$ cat config.mk
export PLATFORM = sky130hd
export DESIGN_NAME = gdps_top
export DESIGN_NICKNAME = d
export VERILOG_FILES = /design/src/gdps_pkg.sv /design/src/gdps_evt_if.sv /design/src/gdps_top.sv /design/src/gdps_evt_cnt.sv
export SDC_FILE = /design/constraint.sdc
export NUM_CORES = 1
export LEC_CHECK = 0
export BUFFER_PORTS_ARGS = -buffer_cell sky130_fd_sc_hd__buf_2
export CAP_MARGIN = 20
export CORE_UTILIZATION = 50
export DETAILED_ROUTE_END_ITERATION = 7
export PLACE_DENSITY = 0.66
export SETUP_SLACK_MARGIN = 0.5
export SLEW_MARGIN = 20
export SYNTH_ARGS = -nofsm -noshare
export SYNTH_HDL_FRONTEND = slang
export SYNTH_SLANG_ARGS = --single-unit
export TNS_END_PERCENT = 10
$ cat constraint.sdc
create_clock -name sys_clk_i -period 5.15 [get_ports sys_clk_i]
set_input_delay 1.545 -clock sys_clk_i [delete_from_list [all_inputs] [get_ports sys_clk_i]]
set_output_delay 1.545 -clock sys_clk_i [all_outputs]
set_load 0.05 [all_outputs]
$ cat src/gdps_pkg.sv
/*
  Constants and state type of the gate driver protection sequencer.
  Assumes a 200 MHz system clock; times are in nanoseconds, microseconds or milliseconds.
*/
package gdps_pkg;
  // Clock period in nanoseconds
  localparam int unsigned CLK_PERIOD_NS = 5;
  // Blanking time, microseconds (typical within 15..35)
  localparam int unsigned BLANK_TIME_US = 22;
  localparam int unsigned BLANK_CYC = (BLANK_TIME_US * 1000 + CLK_PERIOD_NS - 1) / CLK_PERIOD_NS;
  // Sleep entry time, milliseconds (typical within 7..30)
  localparam int unsigned SLEEP_TIME_MS = 15;
  localparam int unsigned SLEEP_CYC = (SLEEP_TIME_MS * 1000000) / CLK_PERIOD_NS;
  // Minimum wake pulse, nanoseconds
  localparam int unsigned WAKE_TIME_NS = 500;
  localparam int unsigned WAKE_CYC = (WAKE_TIME_NS + CLK_PERIOD_NS - 1) / CLK_PERIOD_NS;
  // Power-up hold, microseconds (typical within 40..200)
  localparam int unsigned HOLD_TIME_US = 100;
  localparam int unsigned HOLD_CYC = (HOLD_TIME_US * 1000 + CLK_PERIOD_NS - 1) / CLK_PERIOD_NS;
  // Event count that latches the device off
  localparam logic [2:0] LATCH_COUNT = 3'h4;
  // Timer width, enough for the longest delay
  localparam int unsigned TMR_W = 24;
  // Operating states
  typedef enum logic [1:0] {
    GDPS_SLEEP,
    GDPS_WAKE,
    GDPS_HOLD,
    GDPS_RUN
  } gdps_state_t;
endpackage

$ cat src/gdps_evt_if.sv
/*
  Interface between the sequencer and its event counter.
  Assumes one clock domain shared by both ends.
*/
`timescale 1ns/10ps
interface gdps_evt_if;
  logic inc; // Count one event
  logic clr; // Clear the count
  logic hit; // Count has reached the latch value
  modport ctrl (output inc, output clr, input hit);
  modport cnt (input inc, input clr, output hit);
endinterface

$ cat src/gdps_top.sv
/*
  Protection and sequencing core of a high-side gate driver.
  Assumes asynchronous pin inputs (control, comparators); each is synchronised.
*/
`timescale 1ns/10ps
module gdps_top
  import gdps_pkg::*;
#(
  parameter int unsigned SLEEP_CYC_P = SLEEP_CYC,
  parameter int unsigned HOLD_CYC_P = HOLD_CYC,
  parameter int unsigned BLANK_CYC_P = BLANK_CYC
) (
  input wire logic sys_clk_i,
  input wire logic reset_n_i,
  input wire logic ctrl_in_i,
  input wire logic vds_over_i,
  input wire logic supply_low_detect_i,
  output logic gate_on_o,
  output logic boot_reg_en_o,
  output logic fault_diag_pin_o,
  output logic asleep_o
);
  // Synchroniser stages
  logic [2:0] sync1_r;
  logic [2:0] sync2_r;
  logic in_s;
  logic vds_s;
  logic uv_s;
  // Previous synchronised levels for edge detection
  logic in_d_r;
  logic uv_d_r;
  // State and timers
  gdps_state_t state_r;
  gdps_state_t state_nxt;
  logic [TMR_W-1:0] tmr_r;
  logic [TMR_W-1:0] idle_r;
  logic [TMR_W-1:0] blank_r;
  logic blank_done;
  logic fault_r;
  logic sleep_go;
  logic in_rise;
  logic uv_rise;
  // Event counter links
  gdps_evt_if uv_evt();
  gdps_evt_if pw_evt();

  // Two-flop synchronisers for the three pins
  always_ff @(posedge sys_clk_i or negedge reset_n_i) begin
    if (!reset_n_i) begin
      sync1_r <= 3'h0;
      sync2_r <= 3'h0;
    end else begin
      sync1_r <= {supply_low_detect_i, vds_over_i, ctrl_in_i};
      sync2_r <= sync1_r;
    end
  end
  assign in_s = sync2_r[0];
  assign vds_s = sync2_r[1];
  assign uv_s = sync2_r[2];

  // Edge history
  always_ff @(posedge sys_clk_i or negedge reset_n_i) begin
    if (!reset_n_i) begin
      in_d_r <= 1'b0;
      uv_d_r <= 1'b0;
    end else begin
      in_d_r <= in_s;
      uv_d_r <= uv_s;
    end
  end
  assign in_rise = in_s && !in_d_r;
  assign uv_rise = uv_s && !uv_d_r;

  // Inactive-input timer
  always_ff @(posedge sys_clk_i or negedge reset_n_i) begin
    if (!reset_n_i) begin
      idle_r <= '0;
    end else if (in_s || state_r == GDPS_SLEEP) begin
      idle_r <= '0;
    end else if (idle_r != SLEEP_CYC_P[TMR_W-1:0]) begin
      idle_r <= idle_r + 1'b1;
    end
  end
  assign sleep_go = (idle_r == SLEEP_CYC_P[TMR_W-1:0]) && (state_r != GDPS_SLEEP);

  // Next state
  always_comb begin
    state_nxt = state_r;
    case (state_r)
      GDPS_SLEEP: begin
        if (in_s) begin
          state_nxt = GDPS_WAKE;
        end
      end
      GDPS_WAKE: begin
        if (!in_s) begin
          state_nxt = GDPS_SLEEP;
        end else if (tmr_r == WAKE_CYC[TMR_W-1:0] - 1'b1) begin
          state_nxt = GDPS_HOLD;
        end
      end
      GDPS_HOLD: begin
        if (sleep_go) begin
          state_nxt = GDPS_SLEEP;
        end else if (tmr_r == HOLD_CYC_P[TMR_W-1:0] - 1'b1) begin
          state_nxt = GDPS_RUN;
        end
      end
      GDPS_RUN: begin
        if (sleep_go) begin
          state_nxt = GDPS_SLEEP;
        end
      end
      default: begin
        state_nxt = GDPS_SLEEP;
      end
    endcase
  end

  // State register
  always_ff @(posedge sys_clk_i or negedge reset_n_i) begin
    if (!reset_n_i) begin
      state_r <= GDPS_SLEEP;
    end else begin
      state_r <= state_nxt;
    end
  end

  // Phase timer, restarts on each state change
  always_ff @(posedge sys_clk_i or negedge reset_n_i) begin
    if (!reset_n_i) begin
      tmr_r <= '0;
    end else if (state_nxt != state_r) begin
      tmr_r <= '0;
    end else if (state_r == GDPS_WAKE || state_r == GDPS_HOLD) begin
      tmr_r <= tmr_r + 1'b1;
    end
  end

  // Blanking timer, runs while gate is commanded on and supply is not low
  always_ff @(posedge sys_clk_i or negedge reset_n_i) begin
    if (!reset_n_i) begin
      blank_r <= '0;
    end else if (!gate_on_o || uv_s) begin
      blank_r <= '0;
    end else if (!blank_done) begin
      blank_r <= blank_r + 1'b1;
    end
  end
  assign blank_done = (blank_r == BLANK_CYC_P[TMR_W-1:0]);

  // Counter controls
  always_comb begin
    uv_evt.inc = uv_rise && (state_r == GDPS_RUN);
    uv_evt.clr = sleep_go;
    pw_evt.inc = in_rise && (state_r == GDPS_RUN);
    pw_evt.clr = !vds_s || sleep_go;
  end

  gdps_evt_cnt u_uv_cnt (
    .sys_clk_i(sys_clk_i),
    .reset_n_i(reset_n_i),
    .evt(uv_evt)
  );

  gdps_evt_cnt u_pw_cnt (
    .sys_clk_i(sys_clk_i),
    .reset_n_i(reset_n_i),
    .evt(pw_evt)
  );

  // Fault latch
  always_ff @(posedge sys_clk_i or negedge reset_n_i) begin
    if (!reset_n_i) begin
      fault_r <= 1'b0;
    end else if (gate_on_o && blank_done && vds_s) begin
      fault_r <= 1'b1;
    end else if (uv_evt.hit || pw_evt.hit) begin
      fault_r <= 1'b1;
    end else if (sleep_go || state_r == GDPS_SLEEP) begin
      // cleared on sleep
      // Sleep clears the counters one edge late, so keep clearing while asleep
      fault_r <= 1'b0;
    end
  end

  // Outputs
  always_ff @(posedge sys_clk_i or negedge reset_n_i) begin
    if (!reset_n_i) begin
      gate_on_o <= 1'b0;
      fault_diag_pin_o <= 1'b0;
    end else begin
      gate_on_o <= (state_nxt == GDPS_RUN) && in_s && !fault_r && !uv_s && !uv_evt.hit && !pw_evt.hit
                   && !(gate_on_o && blank_done && vds_s);
      fault_diag_pin_o <= (state_nxt == GDPS_RUN) && in_s && !fault_r;
    end
  end

  // Regulator and sleep indication
  always_ff @(posedge sys_clk_i or negedge reset_n_i) begin
    if (!reset_n_i) begin
      boot_reg_en_o <= 1'b0;
      asleep_o <= 1'b1;
    end else begin
      boot_reg_en_o <= (state_nxt == GDPS_HOLD) || (state_nxt == GDPS_RUN);
      asleep_o <= (state_nxt == GDPS_SLEEP) || (state_nxt == GDPS_WAKE);
    end
  end
endmodule // gdps_top

$ cat src/gdps_evt_cnt.sv
/*
  Saturating event counter that flags the latch count.
  Assumes synchronous inc/clr from the sequencer on the same clock.
*/
`timescale 1ns/10ps
module gdps_evt_cnt
  import gdps_pkg::*;
(
  input wire logic sys_clk_i,
  input wire logic reset_n_i,
  gdps_evt_if.cnt evt
);
  // Event count
  logic [2:0] count_r;

  // Count up to the latch value; increment wins over clear
  always_ff @(posedge sys_clk_i or negedge reset_n_i) begin
    if (!reset_n_i) begin
      count_r <= 3'h0;
    end else if (evt.inc) begin
      if (count_r != LATCH_COUNT) begin
        count_r <= count_r + 3'h1;
      end
    end else if (evt.clr) begin
      count_r <= 3'h0;
    end
  end

  assign evt.hit = (count_r == LATCH_COUNT);
endmodule // gdps_evt_cnt

# --- Word level (Yosys, flattened, before mapping) ---
# Cells that the tools add are included.
totals:
  regBits: 93
  wordCells: 101
op_classes:
  add_sub_neg: 5
  n_eq_ne: 19
  mux: 22
  n_reduce_logical: 40
op_table:
  columns: ["cell", "count"]
  rows:
  - ["$mux 24", 6]
  - ["$add 24x1->24 const B", 3]
  - ["$eq 24x13->1 const B", 1]
  - ["$eq 24x15->1 const B", 1]
  - ["$eq 24x22->1 const B", 1]
  - ["$eq 24x7->1 const B", 1]
  - ["$ne 24x22->1 const B", 1]
  - ["$mux 3", 6]
  - ["$logic_and 1x1->1", 13]
  - ["$mux 2", 6]
  - ["$reduce_bool 2->1", 5]
  - ["$logic_not 1->1", 9]
  - ["$eq 2x2->1 const B", 4]
  - ["$logic_or 1x1->1", 8]
  - ["$pmux 2 s4", 1]
  - ["$add 3x1->3 const B", 2]
  - ["$eq 3x3->1 const B", 2]
  - ["$ne 3x3->1 const B", 2]
  - ["$eq 2x1->1 const B", 2]
  - ["$logic_not 2->1", 2]
  - ["$ne 2x1->1 const B", 2]
  - ["$reduce_and 2->1", 2]
  - ["$mux 1", 3]
  - ["$reduce_bool 3->1", 1]
  - ["2 further kinds", 2]

# --- Logic depth before layout (Yosys ltp) ---
logic_depth:
  ltp_word: 11
  ltp_mapped: 9
  mapped_depth_nobuf: 8

# --- Cells and area by module ---
# Synthesis repeated with hierarchy kept, for this count alone.
hier_totals:
  hier_cells: 494
  area_unflattened_um2: 4809.6
modules_own_cells:
  columns: ["mod", "n_inst", "cells_each", "area_per_inst_um2", "seq_area_each_um2"]
  rows:
  - ["gdps_top", 1, 458, 4421.7, 2178.3]
  - ["gdps_evt_cnt", 2, 18, 193.9, 75.1]

# --- Worst setup path after synthesis ---
# OpenSTA, ideal clock, no wires.
synth_timing:
  kind: "reg2reg"
  startpoint: "register state_r[0]"
  endpoint: "register tmr_r[10]"
  setup_ns: 0.123
  t_arrival_ns: 2.193
  t_required_ns: 5.027
  setup_slack_ns: 2.835
  path_stages_with_launch: 10
  n_path_buf: 1
  synth_period_minus_slack_ns: 2.315
  path_cell_list: "dfrtp_1 inv_1 ha_1 nand2_1 or4_1 a2111o_1 a211o_2 o21ai_4 buf_6 nor3_1"
synth_via:
  elab_chain_cells: 6
  elab_cells_between_ends: 17
  classes_between: "eq/ne (4); mux (8); reduce/logical (5)"
synth_lines:
  columns: ["element", "line", "source"]
  rows:
  - ["start: declaration", "gdps_top.sv:33", "gdps_state_t state_r;"]
  - ["start signal: assignment", "gdps_top.sv:125", "state_r <= state_nxt;"]
  - ["$reduce_bool 2->1", "gdps_top.sv:84", "assign sleep_go = (idle_r == SLEEP_CYC_P[TMR_W-1:0]) && (state_r != GDPS_SLEEP);"]
  - ["$logic_and 1x1->1", "gdps_top.sv:84", null]
  - ["$mux 2 (on tied branches)", "gdps_top.sv:110, gdps_top.sv:103", null]
  - ["$pmux 2 s4", "gdps_top.sv:89", "case (state_r)"]
  - ["$ne 2x2->1", "gdps_top.sv:133", "end else if (state_nxt != state_r) begin"]
  - ["$mux 24 / $reduce_bool 2->1 (equally long branches)", null, null]
  - ["end signal: assignment", "gdps_top.sv:136", "tmr_r <= tmr_r + 1'b1;"]
  - ["end: declaration", "gdps_top.sv:35", "logic [TMR_W-1:0] tmr_r;"]
# Parallel ways exist; a longest one is shown, timed or not.
# A chain may end at the register's enable or synchronous reset.

# --- Worst setup path in the final report ---
layout_timing:
  startpoint: "register asleep_o"
  endpoint: "output asleep_o"
layout_lines:
  columns: ["element", "line", "source"]
  rows:
  - ["start: declaration", "gdps_top.sv:21", "output logic asleep_o"]
  - ["start signal: assignment", "gdps_top.sv:206", "asleep_o <= (state_nxt == GDPS_SLEEP) || (state_nxt == GDPS_WAKE);"]
# No word-level cell between the ends.

==> impl_summary.log <==
INFO  metric core_area = 8891 µm²
INFO  metric cts_inserted_buffers = 9
INFO  metric run_status = finished, final reports clean
INFO  metric postCtsHoldBufs = 0
INFO  metric final_nets = 507
INFO  metric total_i_o_pin_count = 9
INFO  metric clk_pin_slew_worst_paths = 0.08 ns
INFO  metric crit_chain = buf_2
INFO  metric place_congestion = 0.8629
INFO  metric ys.flop_type = dfrtp_1
INFO  metric timing_hold_violations_final = 0
INFO  metric final_critical_path_time_including_i_o_delays_and_setup = 2.677 ns
INFO  metric cts-root-buf = clkbuf_8
INFO  metric initial_core_util = 52.46%
INFO  metric grt_first_pass_wirelength = 15.41 mm
INFO  metric die-height = 98.59 µm
INFO  metric syn_nets = 500
INFO  metric syn_to_final_growth = 6.760%
INFO  metric drive_above_1_share = 7.085%
INFO  metric synth-edff-count = 0
INFO  metric clock.fmax = 373.6 MHz
INFO  metric post_drt_via_cell_ratio = 5.561
INFO  metric detailed_route_via_count = 3348
INFO  metric detail_route.wirelength = 8.824 mm
INFO  metric p_per_area = 290.4 nW/µm²
INFO  metric rr_worst_depth = 8
INFO  metric critical_path.reg2reg.endpoint = tmr_r[21]
INFO  metric crit_path_max_fanout = 1
INFO  metric tritoncts_clock_tree = built
INFO  metric min_to = sync2_r[1]
INFO  metric cp_slowest_cell = dfstp_2
INFO  metric tns = 0 ns
INFO  metric worstPathRequired = 3.61 ns
INFO  metric initial_antenna_violation_count = 0
INFO  metric clock_latency_of_the_later_clocked_register_in_the_worst_skew_pair = 0.37 ns
INFO  metric cts_sinks = 93
INFO  metric worstHoldPathCells = 0
INFO  metric placement.io_buffers = 8
INFO  metric timing.final.crit_share = 51.97%
INFO  metric postSynthRegisterBits = 93
INFO  metric hold_crit_path_type = flop to flop
INFO  metric cp_num_buf_inv = 1
INFO  metric kind_of_end_point_of_the_critical_path = primary output
INFO  metric route.antenna.remaining_nets = 0
INFO  metric worst_supply_voltage_drop_on_vdd = 0.1425 mV
INFO  metric worst_hold_slack = 0.3535 ns
INFO  metric htreeDepth = 3
INFO  metric place.detailed.hpwl = 6.030 mm
INFO  metric timing_worst_setup_path_type = flop to primary output
INFO  metric power.leakage = 2.079 nW
INFO  metric ys_seq_area_share = 49.92%
INFO  metric yosysWarningCount = 0
INFO  metric rr_startpoint = state_r[0]
INFO  metric firstDrtPassIters = 4
INFO  metric synth_area = 4664 µm²
INFO  metric cts_resized = 0
INFO  metric fin_worst_skew = 0.01819 ns
INFO  metric antenna-diode-count = 0
INFO  metric maxSlewViolCount = 0
INFO  metric synth.distinct_cells = 45
INFO  metric tightestPinTransition = 0.9318 ns
INFO  metric critical-path-max-stage-delay = 0.52 ns
INFO  metric worst-endpoint-arrival = 1.13 ns
INFO  metric grt_start_max_net_pins = 64
INFO  metric startpoint_type = flop
INFO  metric regToRegSetupSlack = 2.52 ns
INFO  metric first_global_vias = 3243
INFO  metric drcViolationCount = 0
INFO  metric row_count = 34
INFO  metric setup-violations-final = 0
INFO  metric drt_iter0_drc = 236
INFO  metric grt_overflow_total = 0
INFO  metric total_routing_resource_utilization_after_global_routing = 20.16%
INFO  metric place_worst_setup_slack = 2.484 ns
INFO  metric design.die.area = 9719 µm²
INFO  metric rsz0062_at_grt = no
INFO  metric post_cts.repair.setup_buffers = 0
INFO  metric timing.max_slew.rel_slack = 37.88%
INFO  metric syn-mean-instance-area = 9.677 µm²
INFO  metric worstHoldStart = sync1_r[1]
INFO  metric final.setup.worst_slack = 2.473 ns
INFO  metric syn_inst = 482
INFO  metric routed_wire_length_per_instance = 14.66 µm
INFO  metric max_root_sink_buffers = 2
INFO  metric chipWidth = 98.59 µm
INFO  metric asyncSetResetFlopFracSynth = 100.0%
INFO  metric cp_top_family = flip-flops
INFO  metric drv.max_cap_violation_count = 0
==> power by group <==
| group | switching (W) | internal (W) |
|---|---|---|
| Combinational | 0.000138 | 0.0000577 |
| Clock | 0.000256 | 0.000224 |
| Sequential | 0.0000225 | 0.000748 |
==> Yosys cell counts (13+ instances only) <==
library cell | instances | area share, %
nor3_1 | 22 | 2.4
and3_1 | 16 | 2.1
nand2_1 | 27 | 2.2
dfrtp_1 | 92 | 49
xor2_1 | 35 | 6.6
ha_1 | 13 | 3.5
inv_1 | 22 | 1.8
nor2_1 | 81 | 6.5
nand3_1 | 24 | 2.6
nand4_1 | 19 | 2.5
a21oi_1 | 15 | 1.6
xnor2_1 | 27 | 5.1
==> metrics by stage <==
step           utilization, %  area (µm²)  power (W)  instances
3_3_place_gp            53.86        4788  0.0009754        586
4_1_cts                 56.01        4980   0.001464        602
5_1_grt                 56.01        4980   0.001516        602
6_report                56.01        4980   0.001446        602
3_5_place_dp            53.86        4788  0.0009828        586
2_1_floorplan               -        4664  0.0009476        482
==> sequential cells by signal (all words and copies together) (netlist names) <==
register          cells
uv_d_r                1
tmr_r                24
u_pw_cnt.count_r      3
sync2_r               3
state_r               2
blank_r              24
gate_on_o             1
asleep_o              1
boot_reg_en_o         1
idle_r               24
fault_diag_pin_o      1
in_d_r                1
sync1_r               3
fault_r               1
u_uv_cnt.count_r      3
==> layout by cell type (no fill, tap or decap), types with 2 or more instances in the layout <==
master / count
dfrtp_1: 92
nor2_1: 81
xor2_1: 35
nand2_1: 27
xnor2_1: 27
nand3_1: 24
inv_1: 22
nor3_1: 22
nand4_1: 19
and3_1: 16
a21oi_1: 15
ha_1: 13
o21ai_0: 11
clkbuf_8: 9
nor4_1: 8
or3_1: 7
buf_2: 7
nor4b_1: 5
nand2b_1: 4
and4b_1: 3
and2_1: 3
nor2b_1: 3
a211oi_1: 3
buf_4: 3
and4_1: 2
or4_1: 2
a221oi_1: 2
a22o_1: 2
a31o_2: 2
mux2i_1: 2
or2_2: 2
clkinvlp_4: 2
clkinv_2: 2
==> layout make-up <==
class,count,area (µm²)
Inverter,22,82.58
Tap cell,108,135.1
Sequential cell,93,2328
Fill cell,810,3911
Clock buffer,10,127.6
Timing Repair Buffer,10,57.56
Multi-Input combinational cell,353,2185
Clock inverter,6,63.81
==> worst max path at each step <==
stage / slack [ns] / end / cells past startpoint / from
2_1_floorplan: 2.83 / tmr_r[10] / 9 / state_r[0]
3_3_place_gp: 2.51 / asleep_o / 2 / reset_n_i
3_5_place_dp: 2.48 / asleep_o / 2 / reset_n_i
4_1_cts: 2.46 / asleep_o / 1 / asleep_o
5_1_grt: 2.29 / tmr_r[21] / 7 / tmr_r[0]
6_report: 2.47 / asleep_o / 1 / asleep_o
==> kinds of logic (layout without fill, tap and decap cells) <==
group,Yosys count,count (layout),synth area share (%)
XOR/XNOR,62,62,11.64
flip-flops,93,93,49.92
AND/OR/NAND/NOR,232,232,24.97
buffers and inverters,36,48,3.246
multiplexers,3,3,0.6706
adder cells (fa/ha/maj),13,13,3.487
AO/OA/AOI/OAI,43,43,6.063
==> per-layer routing <==
metal,global-route usage [%],up-vias,wire length (µm)
li1,-,1666,-
met3,2.624,12,210
met1,27.38,1625,4338
met2,32.18,45,4083
met5,0,-,0
met4,9.874,0,192
No activity file was read; power rests on OpenSTA's default activity.
